[src/logic/rfsd_pkg.sv]
// constants and types of the rf receiver status display block
`default_nettype none
package rfsd_pkg;
  localparam int unsigned ADDR_W = 8;
  localparam int unsigned DATA_W = 8;
  localparam int unsigned CODE_W = 4;
  // register byte offsets
  localparam logic [7:0] OFF_REG_DISP = 8'h2C;
  localparam logic [7:0] OFF_PEAK_DISP = 8'h2D;
  localparam logic [7:0] OFF_GAIN_STATE = 8'h2E;
  localparam logic [7:0] OFF_REG_CTRL = 8'h38;
  localparam logic [7:0] OFF_IRQ_STAT = 8'h39;
  localparam logic [7:0] OFF_IRQ_MASK = 8'h3A;
  // field positions
  localparam int unsigned HI_LSB = 4;
  localparam int unsigned HI_MSB = 7;
  localparam int unsigned LO_MSB = 3;
  localparam int unsigned LIM_BIT = 0;
  localparam int unsigned EXT_SEL_BIT = 7;
  // interrupt status bits
  localparam int unsigned IRQ_W = 3;
  localparam int unsigned IRQ_ADJ = 0;
  localparam int unsigned IRQ_LIM = 1;
  localparam int unsigned IRQ_PEAK = 2;
  // reset values and codes
  localparam logic [7:0] RST_BYTE = 8'h00;
  localparam logic [3:0] CODE_ZERO = 4'h0;
  localparam logic [3:0] CODE_MAX = 4'hF;
  localparam logic [IRQ_W-1:0] IRQ_NONE = 3'h0;
  typedef struct packed {
    logic [CODE_W-1:0] amp;
    logic [CODE_W-1:0] phase;
  } rfsd_pair_t;
  typedef enum logic [1:0] {
    RFSD_IDLE,
    RFSD_RD,
    RFSD_WR
  } rfsd_acc_t;
endpackage : rfsd_pkg
`default_nettype wire

[src/logic/rfsd_peak_hold.sv]
// peak tracker for one received signal strength channel
`timescale 1ns/1ps
`default_nettype none
module rfsd_peak_hold (
  input wire logic i_clk,
  input wire logic i_rstn,
  input wire logic i_start,
  input wire logic i_clr,
  input wire logic i_vld,
  input wire logic [rfsd_pkg::CODE_W-1:0] i_code,
  output logic [rfsd_pkg::CODE_W-1:0] o_peak,
  output logic o_raise
);
  logic [rfsd_pkg::CODE_W-1:0] peak_ff;
  logic raise_ff;
  logic higher;

  assign higher = i_vld && (i_code > peak_ff);
  assign o_peak = peak_ff;
  assign o_raise = raise_ff;

  // new reception or clear command wins over a sample in the same cycle
  always_ff @(posedge i_clk or negedge i_rstn) begin
    if (!i_rstn) begin
      peak_ff <= rfsd_pkg::CODE_ZERO;
    end else if (i_start || i_clr) begin
      peak_ff <= rfsd_pkg::CODE_ZERO;
    end else if (higher) begin
      peak_ff <= i_code;
    end
  end

  always_ff @(posedge i_clk or negedge i_rstn) begin
    if (!i_rstn) begin
      raise_ff <= 1'b0;
    end else begin
      raise_ff <= higher && !i_start && !i_clr;
    end
  end

  a_peak_restart: assert property (@(posedge i_clk) disable iff (!i_rstn)
    (i_start || i_clr) |=> peak_ff == rfsd_pkg::CODE_ZERO)
    else $error("peak not cleared on start or clear");
  a_peak_retained: assert property (@(posedge i_clk) disable iff (!i_rstn)
    (!i_start && !i_clr && !higher) |=> $stable(peak_ff))
    else $error("peak changed without a higher sample");
endmodule : rfsd_peak_hold
`default_nettype wire

[src/logic/rfsd_gain_sum.sv]
// total second and third stage gain reduction of one channel
`timescale 1ns/1ps
`default_nettype none
module rfsd_gain_sum (
  input wire logic i_clk,
  input wire logic i_rstn,
  input wire logic [rfsd_pkg::CODE_W-1:0] i_setting,
  input wire logic [rfsd_pkg::CODE_W-1:0] i_squelch,
  input wire logic [rfsd_pkg::CODE_W-1:0] i_agc,
  output logic [rfsd_pkg::CODE_W-1:0] o_total
);
  logic [rfsd_pkg::CODE_W+1:0] sum;
  logic [rfsd_pkg::CODE_W-1:0] total_ff;

  assign sum = {2'h0, i_setting} + {2'h0, i_squelch} + {2'h0, i_agc};
  assign o_total = total_ff;

  // saturate: the code range tops out, larger cuts cannot be shown
  always_ff @(posedge i_clk or negedge i_rstn) begin
    if (!i_rstn) begin
      total_ff <= rfsd_pkg::CODE_ZERO;
    end else if (sum > {2'h0, rfsd_pkg::CODE_MAX}) begin
      total_ff <= rfsd_pkg::CODE_MAX;
    end else begin
      total_ff <= sum[rfsd_pkg::CODE_W-1:0];
    end
  end

  a_gain_total: assert property (@(posedge i_clk) disable iff (!i_rstn)
    ##1 total_ff == ((($past(sum)) > 6'h0F) ? 4'hF : $past(sum[3:0])))
    else $error("gain total not the saturated sum");
endmodule : rfsd_gain_sum
`default_nettype wire

[src/logic/rfsd_top.sv]
// rf receiver status display registers with interrupt and regulator source select
// What this block does
// - the regulator display shows in bits 7:4 the code chosen by the latest regulator adjust.
// - bit 0 of the regulator display reads 1 while the rf supply regulator limits current.
// - bits 7:4 of the peak display hold the amplitude peak until a new reception or a clear.
// - bits 3:0 of the peak display hold the phase peak until a new reception or a clear.
// - bits 7:4 of the gain state show the amplitude gain cut of setting, squelch and agc summed and saturated at 15.
// - bits 3:0 of the gain state show the phase gain cut of setting, squelch and agc summed and saturated at 15.
// - a mode bit selects the regulator code from the adjust result or a written external code.
//
// Chosen here: the plain strobed port.
`timescale 1ns/1ps
`default_nettype none
module rfsd_top (
  input wire logic i_clk,
  input wire logic i_rstn,
  input wire logic [rfsd_pkg::ADDR_W-1:0] i_addr,
  input wire logic [rfsd_pkg::DATA_W-1:0] i_wdata,
  input wire logic i_wr,
  input wire logic i_rd,
  output logic [rfsd_pkg::DATA_W-1:0] o_rdata,
  input wire logic i_adj_done,
  input wire logic [rfsd_pkg::CODE_W-1:0] i_adj_code,
  input wire logic i_cur_lim,
  input wire logic i_rx_start,
  input wire logic i_peak_clr,
  input wire logic i_sample_vld,
  input wire rfsd_pkg::rfsd_pair_t i_sample,
  input wire logic [rfsd_pkg::CODE_W-1:0] i_amp_channel_gain_setting,
  input wire logic [rfsd_pkg::CODE_W-1:0] i_phase_channel_gain_setting,
  input wire rfsd_pkg::rfsd_pair_t i_squelch_cut,
  input wire rfsd_pkg::rfsd_pair_t i_agc_cut,
  output logic [rfsd_pkg::CODE_W-1:0] o_reg_code,
  output logic o_irq
);
  function automatic logic hit(input logic [rfsd_pkg::ADDR_W-1:0] addr,
                               input logic [rfsd_pkg::ADDR_W-1:0] off);
    hit = (addr == off);
  endfunction : hit

  rfsd_pkg::rfsd_acc_t acc;
  logic [rfsd_pkg::CODE_W-1:0] adj_code_ff;
  logic lim_meta_ff;
  logic lim_sync_ff;
  logic lim_prev_ff;
  logic [rfsd_pkg::DATA_W-1:0] reg_ctrl_ff;
  logic [rfsd_pkg::IRQ_W-1:0] irq_stat_ff;
  logic [rfsd_pkg::IRQ_W-1:0] irq_mask_ff;
  logic [rfsd_pkg::IRQ_W-1:0] irq_set;
  logic [rfsd_pkg::IRQ_W-1:0] irq_clr;
  logic [rfsd_pkg::DATA_W-1:0] rdata_ff;
  logic [rfsd_pkg::DATA_W-1:0] nxt_rdata;
  logic [rfsd_pkg::CODE_W-1:0] reg_code_ff;
  logic [rfsd_pkg::CODE_W-1:0] nxt_reg_code;
  logic irq_ff;
  rfsd_pkg::rfsd_pair_t peak;
  rfsd_pkg::rfsd_pair_t gain;
  rfsd_pkg::rfsd_pair_t gain_set;
  logic [1:0] raise;

  assign o_rdata = rdata_ff;
  assign o_reg_code = reg_code_ff;
  assign o_irq = irq_ff;
  assign gain_set.amp = i_amp_channel_gain_setting;
  assign gain_set.phase = i_phase_channel_gain_setting;

  always_comb begin
    if (i_rd) begin
      acc = rfsd_pkg::RFSD_RD;
    end else if (i_wr) begin
      acc = rfsd_pkg::RFSD_WR;
    end else begin
      acc = rfsd_pkg::RFSD_IDLE;
    end
  end

  // latest adjust result, kept until the next adjust completes
  always_ff @(posedge i_clk or negedge i_rstn) begin
    if (!i_rstn) begin
      adj_code_ff <= rfsd_pkg::CODE_ZERO;
    end else if (i_adj_done) begin
      adj_code_ff <= i_adj_code;
    end
  end

  // current limit flag comes from the analog side, so synchronise it
  always_ff @(posedge i_clk or negedge i_rstn) begin
    if (!i_rstn) begin
      lim_meta_ff <= 1'b0;
      lim_sync_ff <= 1'b0;
      lim_prev_ff <= 1'b0;
    end else begin
      lim_meta_ff <= i_cur_lim;
      lim_sync_ff <= lim_meta_ff;
      lim_prev_ff <= lim_sync_ff;
    end
  end

  // one tracker per channel: amplitude in slot 1, phase in slot 0
  genvar g;
  generate
    for (g = 0; g < 2; g++) begin : g_chan
      logic [rfsd_pkg::CODE_W-1:0] smp;
      logic [rfsd_pkg::CODE_W-1:0] pk;
      logic [rfsd_pkg::CODE_W-1:0] sq;
      logic [rfsd_pkg::CODE_W-1:0] ag;
      logic [rfsd_pkg::CODE_W-1:0] st;
      logic [rfsd_pkg::CODE_W-1:0] tot;
      assign smp = (g == 1) ? i_sample.amp : i_sample.phase;
      assign sq = (g == 1) ? i_squelch_cut.amp : i_squelch_cut.phase;
      assign ag = (g == 1) ? i_agc_cut.amp : i_agc_cut.phase;
      assign st = (g == 1) ? gain_set.amp : gain_set.phase;
      rfsd_peak_hold u_peak (
        .i_clk(i_clk),
        .i_rstn(i_rstn),
        .i_start(i_rx_start),
        .i_clr(i_peak_clr),
        .i_vld(i_sample_vld),
        .i_code(smp),
        .o_peak(pk),
        .o_raise(raise[g])
      );
      rfsd_gain_sum u_gain (
        .i_clk(i_clk),
        .i_rstn(i_rstn),
        .i_setting(st),
        .i_squelch(sq),
        .i_agc(ag),
        .o_total(tot)
      );
    end
  endgenerate

  assign peak.amp = g_chan[1].pk;
  assign peak.phase = g_chan[0].pk;
  assign gain.amp = g_chan[1].tot;
  assign gain.phase = g_chan[0].tot;

  // control register: source select in bit 7, external code in bits 6:3, all eight bits kept as written
  always_ff @(posedge i_clk or negedge i_rstn) begin
    if (!i_rstn) begin
      reg_ctrl_ff <= rfsd_pkg::RST_BYTE;
    end else if (acc == rfsd_pkg::RFSD_WR && hit(i_addr, rfsd_pkg::OFF_REG_CTRL)) begin
      reg_ctrl_ff <= i_wdata;
    end
  end

  always_comb begin
    if (reg_ctrl_ff[rfsd_pkg::EXT_SEL_BIT]) begin
      nxt_reg_code = reg_ctrl_ff[rfsd_pkg::HI_MSB-1:rfsd_pkg::HI_LSB-1];
    end else begin
      nxt_reg_code = adj_code_ff;
    end
  end

  always_ff @(posedge i_clk or negedge i_rstn) begin
    if (!i_rstn) begin
      reg_code_ff <= rfsd_pkg::CODE_ZERO;
    end else begin
      reg_code_ff <= nxt_reg_code;
    end
  end

  // interrupt events
  always_comb begin
    irq_set = rfsd_pkg::IRQ_NONE;
    irq_set[rfsd_pkg::IRQ_ADJ] = i_adj_done;
    irq_set[rfsd_pkg::IRQ_LIM] = lim_sync_ff && !lim_prev_ff;
    irq_set[rfsd_pkg::IRQ_PEAK] = |raise;
  end

  always_comb begin
    irq_clr = rfsd_pkg::IRQ_NONE;
    if (acc == rfsd_pkg::RFSD_WR && hit(i_addr, rfsd_pkg::OFF_IRQ_STAT)) begin
      irq_clr = i_wdata[rfsd_pkg::IRQ_W-1:0];
    end
  end

  // set wins over a clear in the same cycle
  always_ff @(posedge i_clk or negedge i_rstn) begin
    if (!i_rstn) begin
      irq_stat_ff <= rfsd_pkg::IRQ_NONE;
    end else begin
      irq_stat_ff <= (irq_stat_ff & ~irq_clr) | irq_set;
    end
  end

  always_ff @(posedge i_clk or negedge i_rstn) begin
    if (!i_rstn) begin
      irq_mask_ff <= rfsd_pkg::IRQ_NONE;
    end else if (acc == rfsd_pkg::RFSD_WR && hit(i_addr, rfsd_pkg::OFF_IRQ_MASK)) begin
      irq_mask_ff <= i_wdata[rfsd_pkg::IRQ_W-1:0];
    end
  end

  always_ff @(posedge i_clk or negedge i_rstn) begin
    if (!i_rstn) begin
      irq_ff <= 1'b0;
    end else begin
      irq_ff <= |(irq_stat_ff & irq_mask_ff);
    end
  end

  // read mux; display registers have no write path at all
  always_comb begin
    nxt_rdata = rfsd_pkg::RST_BYTE;
    if (acc == rfsd_pkg::RFSD_RD) begin
      if (hit(i_addr, rfsd_pkg::OFF_REG_DISP)) begin
        nxt_rdata[rfsd_pkg::HI_MSB:rfsd_pkg::HI_LSB] = adj_code_ff;
        nxt_rdata[rfsd_pkg::LIM_BIT] = lim_sync_ff;
      end else if (hit(i_addr, rfsd_pkg::OFF_PEAK_DISP)) begin
        nxt_rdata = peak;
      end else if (hit(i_addr, rfsd_pkg::OFF_GAIN_STATE)) begin
        nxt_rdata = gain;
      end else if (hit(i_addr, rfsd_pkg::OFF_REG_CTRL)) begin
        nxt_rdata = reg_ctrl_ff;
      end else if (hit(i_addr, rfsd_pkg::OFF_IRQ_STAT)) begin
        nxt_rdata[rfsd_pkg::IRQ_W-1:0] = irq_stat_ff;
      end else if (hit(i_addr, rfsd_pkg::OFF_IRQ_MASK)) begin
        nxt_rdata[rfsd_pkg::IRQ_W-1:0] = irq_mask_ff;
      end
    end
  end

  // data stands only in the cycle after the read strobe
  always_ff @(posedge i_clk or negedge i_rstn) begin
    if (!i_rstn) begin
      rdata_ff <= rfsd_pkg::RST_BYTE;
    end else begin
      rdata_ff <= nxt_rdata;
    end
  end

  a_adj_code_taken: assert property (@(posedge i_clk) disable iff (!i_rstn)
    i_adj_done ##1 !i_adj_done
    ##1 (i_rd && hit(i_addr, rfsd_pkg::OFF_REG_DISP) && !i_adj_done)
    |=> o_rdata[7:4] == $past(i_adj_code, 3))
    else $error("regulator display lost the adjust code");

  a_lim_flag_read: assert property (@(posedge i_clk) disable iff (!i_rstn)
    i_rd && hit(i_addr, rfsd_pkg::OFF_REG_DISP) |=> o_rdata[0] == $past(lim_sync_ff))
    else $error("current limit flag misread");

  a_lim_sync_delay: assert property (@(posedge i_clk) disable iff (!i_rstn)
    $rose(lim_sync_ff) |-> $past(i_cur_lim, 2))
    else $error("current limit flag rose without input");

  a_amp_peak_read: assert property (@(posedge i_clk) disable iff (!i_rstn)
    i_rd && hit(i_addr, rfsd_pkg::OFF_PEAK_DISP) |=> o_rdata[7:4] == $past(peak.amp))
    else $error("amplitude peak misread");

  a_phase_peak_read: assert property (@(posedge i_clk) disable iff (!i_rstn)
    i_rd && hit(i_addr, rfsd_pkg::OFF_PEAK_DISP) |=> o_rdata[3:0] == $past(peak.phase))
    else $error("phase peak misread");

  a_amp_gain_read: assert property (@(posedge i_clk) disable iff (!i_rstn)
    i_rd && hit(i_addr, rfsd_pkg::OFF_GAIN_STATE) |=> o_rdata[7:4] == $past(gain.amp))
    else $error("amplitude gain cut misread");

  a_phase_gain_read: assert property (@(posedge i_clk) disable iff (!i_rstn)
    i_rd && hit(i_addr, rfsd_pkg::OFF_GAIN_STATE) |=> o_rdata[3:0] == $past(gain.phase))
    else $error("phase gain cut misread");

  a_reg_src_select: assert property (@(posedge i_clk) disable iff (!i_rstn)
    ##1 o_reg_code == ($past(reg_ctrl_ff[7]) ? $past(reg_ctrl_ff[6:3]) : $past(adj_code_ff)))
    else $error("regulator code from wrong source");

  a_rsvd_bits_zero: assert property (@(posedge i_clk) disable iff (!i_rstn)
    i_rd && hit(i_addr, rfsd_pkg::OFF_REG_DISP) |=> o_rdata[3:1] == 3'h0)
    else $error("reserved bits not zero");

  a_display_write_ignored: assert property (@(posedge i_clk) disable iff (!i_rstn)
    i_wr && hit(i_addr, rfsd_pkg::OFF_PEAK_DISP) && !i_adj_done |=> $stable(adj_code_ff)
    && $stable(reg_ctrl_ff) && $stable(irq_mask_ff))
    else $error("display write changed state");

  a_rdata_idle_zero: assert property (@(posedge i_clk) disable iff (!i_rstn)
    !i_rd |=> o_rdata == 8'h00)
    else $error("read data outside the answer cycle");

  a_irq_set_wins: assert property (@(posedge i_clk) disable iff (!i_rstn)
    irq_set[rfsd_pkg::IRQ_ADJ] |=> irq_stat_ff[rfsd_pkg::IRQ_ADJ] ##1 1'b1)
    else $error("status event lost");

  a_irq_level_out: assert property (@(posedge i_clk) disable iff (!i_rstn)
    ##1 o_irq == |($past(irq_stat_ff) & $past(irq_mask_ff)))
    else $error("interrupt level mismatch");

  // event and register bookkeeping
  a_adj_code_load: assert property (@(posedge i_clk) disable iff (!i_rstn)
    i_adj_done |=> adj_code_ff == $past(i_adj_code))
    else $error("adjust code not stored");

  a_adj_code_held: assert property (@(posedge i_clk) disable iff (!i_rstn)
    !i_adj_done |=> $stable(adj_code_ff))
    else $error("adjust code changed without an adjust");

  a_lim_flag_clear: assert property (@(posedge i_clk) disable iff (!i_rstn)
    $fell(lim_sync_ff) |-> !$past(i_cur_lim, 2))
    else $error("current limit flag fell without input");

  a_peak_write_kept: assert property (@(posedge i_clk) disable iff (!i_rstn)
    i_wr && hit(i_addr, rfsd_pkg::OFF_PEAK_DISP) && !i_rx_start && !i_peak_clr
    && !i_sample_vld |=> $stable(peak))
    else $error("peak display changed by a write");

  a_ctrl_write_taken: assert property (@(posedge i_clk) disable iff (!i_rstn)
    i_wr && !i_rd && hit(i_addr, rfsd_pkg::OFF_REG_CTRL) |=> reg_ctrl_ff == $past(i_wdata))
    else $error("control write not taken");

  a_ext_code_out: assert property (@(posedge i_clk) disable iff (!i_rstn)
    reg_ctrl_ff[rfsd_pkg::EXT_SEL_BIT]
    |=> o_reg_code == $past(reg_ctrl_ff[rfsd_pkg::HI_MSB-1:rfsd_pkg::HI_LSB-1]))
    else $error("external regulator code not passed");

  a_mask_write: assert property (@(posedge i_clk) disable iff (!i_rstn)
    i_wr && !i_rd && hit(i_addr, rfsd_pkg::OFF_IRQ_MASK)
    |=> irq_mask_ff == $past(i_wdata[rfsd_pkg::IRQ_W-1:0]))
    else $error("mask write not taken");

  a_stat_w1c: assert property (@(posedge i_clk) disable iff (!i_rstn)
    i_wr && !i_rd && hit(i_addr, rfsd_pkg::OFF_IRQ_STAT) && irq_set == rfsd_pkg::IRQ_NONE
    |=> (irq_stat_ff & $past(i_wdata[rfsd_pkg::IRQ_W-1:0])) == rfsd_pkg::IRQ_NONE)
    else $error("status bit not cleared by a one");

  a_stat_sticky: assert property (@(posedge i_clk) disable iff (!i_rstn)
    irq_clr == rfsd_pkg::IRQ_NONE
    |=> (irq_stat_ff & $past(irq_stat_ff)) == $past(irq_stat_ff))
    else $error("status bit dropped without a clear");

  a_lim_event: assert property (@(posedge i_clk) disable iff (!i_rstn)
    lim_sync_ff && !lim_prev_ff |=> irq_stat_ff[rfsd_pkg::IRQ_LIM])
    else $error("current limit event lost");

  a_peak_event: assert property (@(posedge i_clk) disable iff (!i_rstn)
    |raise |=> irq_stat_ff[rfsd_pkg::IRQ_PEAK])
    else $error("peak raise event lost");

  c_adjust_then_read: cover property (@(posedge i_clk) disable iff (!i_rstn)
    i_adj_done ##[1:4] (i_rd && hit(i_addr, rfsd_pkg::OFF_REG_DISP)));
  c_peak_rise_clear: cover property (@(posedge i_clk) disable iff (!i_rstn)
    raise[1] ##[1:8] i_peak_clr);
  c_irq_raised: cover property (@(posedge i_clk) disable iff (!i_rstn) $rose(o_irq));
  c_ext_mode: cover property (@(posedge i_clk) disable iff (!i_rstn)
    reg_ctrl_ff[rfsd_pkg::EXT_SEL_BIT] && i_adj_done);
  c_lim_rise: cover property (@(posedge i_clk) disable iff (!i_rstn) $rose(lim_sync_ff));
endmodule : rfsd_top
`default_nettype wire

[config.mk]
export PLATFORM = sky130hd
export DESIGN_NAME = rfsd_top
export DESIGN_NICKNAME = d
export VERILOG_FILES = /design/src/logic/rfsd_pkg.sv /design/src/logic/rfsd_peak_hold.sv /design/src/logic/rfsd_gain_sum.sv /design/src/logic/rfsd_top.sv
export SDC_FILE = /design/constraint.sdc
export NUM_CORES = 1
export LEC_CHECK = 0
export BUFFER_PORTS_ARGS = -buffer_cell sky130_fd_sc_hd__buf_2
export CORE_MARGIN = 5
export CORE_UTILIZATION = 29
export CTS_BUF_LIST = sky130_fd_sc_hd__clkbuf_4
export CTS_CLUSTER_DIAMETER = 100
export DETAILED_ROUTE_END_ITERATION = 10
export GPL_TIMING_DRIVEN = 0
export PLACE_DENSITY = 0.49
export REMOVE_ABC_BUFFERS = 1
export SLEW_MARGIN = 20
export SYNTH_ARGS = -nofsm -noshare
export SYNTH_HDL_FRONTEND = slang
export SYNTH_SLANG_ARGS = --single-unit
[constraint.sdc]
create_clock -name i_clk -period 2.4 [get_ports i_clk]
set_input_delay 0.12 -clock i_clk [delete_from_list [all_inputs] [get_ports i_clk]]
set_output_delay 0.12 -clock i_clk [all_outputs]
set_load 0.03 [all_outputs]
==> results.txt <==
Run status - finished clean
Yosys cell types - 49
DP Cell Count - 471
ANT nets after route - 0
DRC viols - 0
CP startpoint kind - input pin
Initial antenna violation count - 0
Largest net degree at the start of global routing - 53
Hold bufs inserted after CTS - 19
CP Class - input pin to flop
Die ar. - 12440 um^2
Clock latency on the worst-skew pair - 0.37 ns
Vias - 2310
CP max FO - 4
Critical path arrival - 2.04 ns
Number of clock sinks - 52
Syn_area_per_cell - 11.20 um^2
RSZ-0062 raised after global routing - false
Vias in the first global route - 2537
Gate Count Post-Synth - 267
Final min period - 1.749 ns
CTS max path bufs - 2
Total wire length - 7.007 mm
Row cnt - 37
Drt pass-1 iters - 4
Fraction of layout cells with a size suffix above 1 - 0.2983
Seq. cell area - 1301 um^2
Peak Freq - 571.8 MHz
Commonest register cell after synthesis - dfrtp_1
CTS resizes - 0
Max Cap Viol - 0
TNS Setup - 0 ns
Die width - 111.5 um
ANT cells - 0
CTS Buf Count - 5
Area of the multi-input gates - 1577 um^2
Worst-path clk slew - 0.14 ns
GP Congestion - 0.7626
Slew HR - 0.5180
H-tree levels - 2
Dpl ws - 0.2435 ns
CTS Root Cell - clkbuf_4
Fin cells - 498
Clk_skew - 0.009612 ns
Period utilization - 0.7287
Area Overhead vs Synth - 26.33%
Starting Density - 0.2935
Async SR Flop Fraction - 1.000
Drt via density - 4.639
Global Route Usage Sum - 0.1198
Port Buffers - 73
Power density over the cells - 506.7 nW/um^2
Fill cell count - 1052
Global-route wire length before repair - 12.34 mm
P_leak - 0.001814 uW
Hold Fails Final Rpt - 0
Die Span Y - 111.5 um
Critical Path RT - 2.69 ns
Setup bufs post-CTS - 0
Post-synth EDFFs - 0
Worst vdd ir - 225.8 uV
Yosys warnings - 0
Nets@finish - 450
Core area - 10180 um^2
Max-slew violations - 0
Post-Synthesis Cell Area - 2989 um^2
Final setup violating endpoints - 0
Worst Hold Depth - 2
Overall Power - 1913 uW
Avg WL per Cell - 14.07 um
Worst setup margin - 0.6512 ns
DR iter-0 viols - 115
CTS tree - built
Register area share after synthesis - 0.4353
R2R cell count - 6
Least-Margin Pin Slew - 0.7204 ns
Setup crit end kind - flop
Min-delay worst type - input pin to flop
Post-DP HPWL - 5.567 mm
#FFs+latches synth - 52
Grt ovf - 0
Total I/O pin count - 74
## cells in the mapped netlist (2+ instances only)
| master | number | share of area |
|---|---|---|
| a32o_1 | 8 | 0.027 |
| nand2b_1 | 8 | 0.017 |
| a21o_1 | 6 | 0.015 |
| nor2_1 | 14 | 0.018 |
| mux2_2 | 21 | 0.079 |
| o211ai_1 | 3 | 0.0075 |
| nand2_1 | 8 | 0.010 |
| a31oi_1 | 2 | 0.0042 |
| o22ai_1 | 3 | 0.0063 |
| a21oi_1 | 17 | 0.028 |
| clkbuf_1 | 3 | 0.0038 |
| xnor2_1 | 6 | 0.018 |
| a22oi_1 | 4 | 0.010 |
| nor2b_1 | 8 | 0.017 |
| ha_1 | 24 | 0.10 |
| a211oi_1 | 2 | 0.0050 |
| inv_1 | 24 | 0.030 |
| nand3_1 | 8 | 0.013 |
| nor3b_1 | 4 | 0.010 |
| a2bb2oi_1 | 2 | 0.0059 |
| fa_1 | 4 | 0.027 |
| dfrtp_1 | 52 | 0.44 |
| o21ai_0 | 4 | 0.0067 |
| nand3b_1 | 3 | 0.0075 |
| o2bb2ai_1 | 2 | 0.0059 |
| nand4_1 | 2 | 0.0042 |
| o211a_1 | 2 | 0.0067 |
| mux2i_1 | 2 | 0.0067 |
## layout by cell type, fill, tap and decap left out, drive strengths merged, types with 3 or more instances in the layout
master,Yosys,routed
buf,1,73
dfrtp,52,52
inv,24,24
ha,24,24
mux2,22,22
dlygate4sd3,0,19
a21oi,17,17
nor2,14,14
nand2,10,10
nand2b,8,8
nor2b,8,8
nand3,8,8
a32o,8,8
a21o,6,6
xnor2,6,6
clkbuf,4,5
o21ai,4,4
a22oi,4,4
nor3b,4,4
fa,4,4
o211ai,3,3
nand3b,3,3
o22ai,3,3
## logic make-up after synthesis
family	synth area share
AND/OR/NAND/NOR	0.1381
AO/OA/AOI/OAI	0.1507
flip-flops	0.4353
buffers and inverters	0.03725
adder cells (fa/ha/maj)	0.1273
multiplexers	0.09083
XOR/XNOR	0.02051
## layer usage
layer | track usage | part of all wire | vias to the layer above | routed length (um)
met1 | 0.1556 | 0.46 | 1079 | 3229
li1 | - | - | 1162 | -
met5 | 0 | 0 | - | 0
met3 | 0.02663 | 0.054 | 5 | 378
met2 | 0.2035 | 0.47 | 64 | 3323
met4 | 0.02920 | 0.011 | 0 | 76
## critical path, stage by stage
cell and delay, ns:
buf_2 0.08, ha_1 0.15, inv_1 0.05, fa_1 0.47
inv_1 0.06, fa_1 0.40, and2_1 0.17, nor4bb_1 0.14
mux2_2 0.30, o211ai_1 0.11
## final cells by class
type / instances / area share
inverter: 24 / 0.02386
sequential: 52 / 0.3446
clock buffer: 5 / 0.009940
timing repair buffer: 92 / 0.1478
tap: 136 / 0.04506
clock inverter: 3 / 0.01127
multi-input combinational: 186 / 0.4175
## flip-flops by register name, summed over array words and instances (netlist names), 2 cells and up
name	count
g_chan.u_gain.o_total	8
irq_mask_ff	3
irq_stat_ff	3
o_rdata	8
o_reg_code	4
adj_code_ff	4
g_chan.u_peak.o_peak	8
reg_ctrl_ff	8
g_chan.u_peak.o_raise	2
## power breakdown
| group | internal [uW] | leakage [uW] | switching [uW] | total (uW) |
|---|---|---|---|---|
| registers | 938 | 0.000650 | 30.1 | 968 |
| clock network | 218 | 0.0000428 | 269 | 487 |
| logic | 223 | 0.00112 | 235 | 458 |
## path summary, 6_finish.rpt
check | start | to | slack [ns]
worst max-delay path | i_amp_channel_gain_setting[0] | g_chan[1].u_gain.o_total[2] | 0.65
worst min-delay path | i_wdata[1] | irq_mask_ff[1] | 0.01
worst max register to register | g_chan[1].u_peak.o_peak[1] | g_chan[1].u_peak.o_peak[0] | 0.79
worst min register to register | lim_meta_ff | lim_sync_ff | 0.37
max in group asynchronous | i_rstn | g_chan[1].u_peak.o_peak[3] | 1.67
min in group asynchronous | i_rstn | adj_code_ff[3] | 0.30
## through the flow
step | hold slack (ns) | instance area [um^2] | utilization
floorplan | -0.1756 | 2968 | -
global placement | 0.2383 | 3503 | 0.3440
detailed placement | 0.1898 | 3506 | 0.3442
CTS | 0.004774 | 3776 | 0.3708
global route | 0.006359 | 3776 | 0.3708
finish | 0.01280 | 3776 | 0.3708
Power figures use the tool's default switching activity.
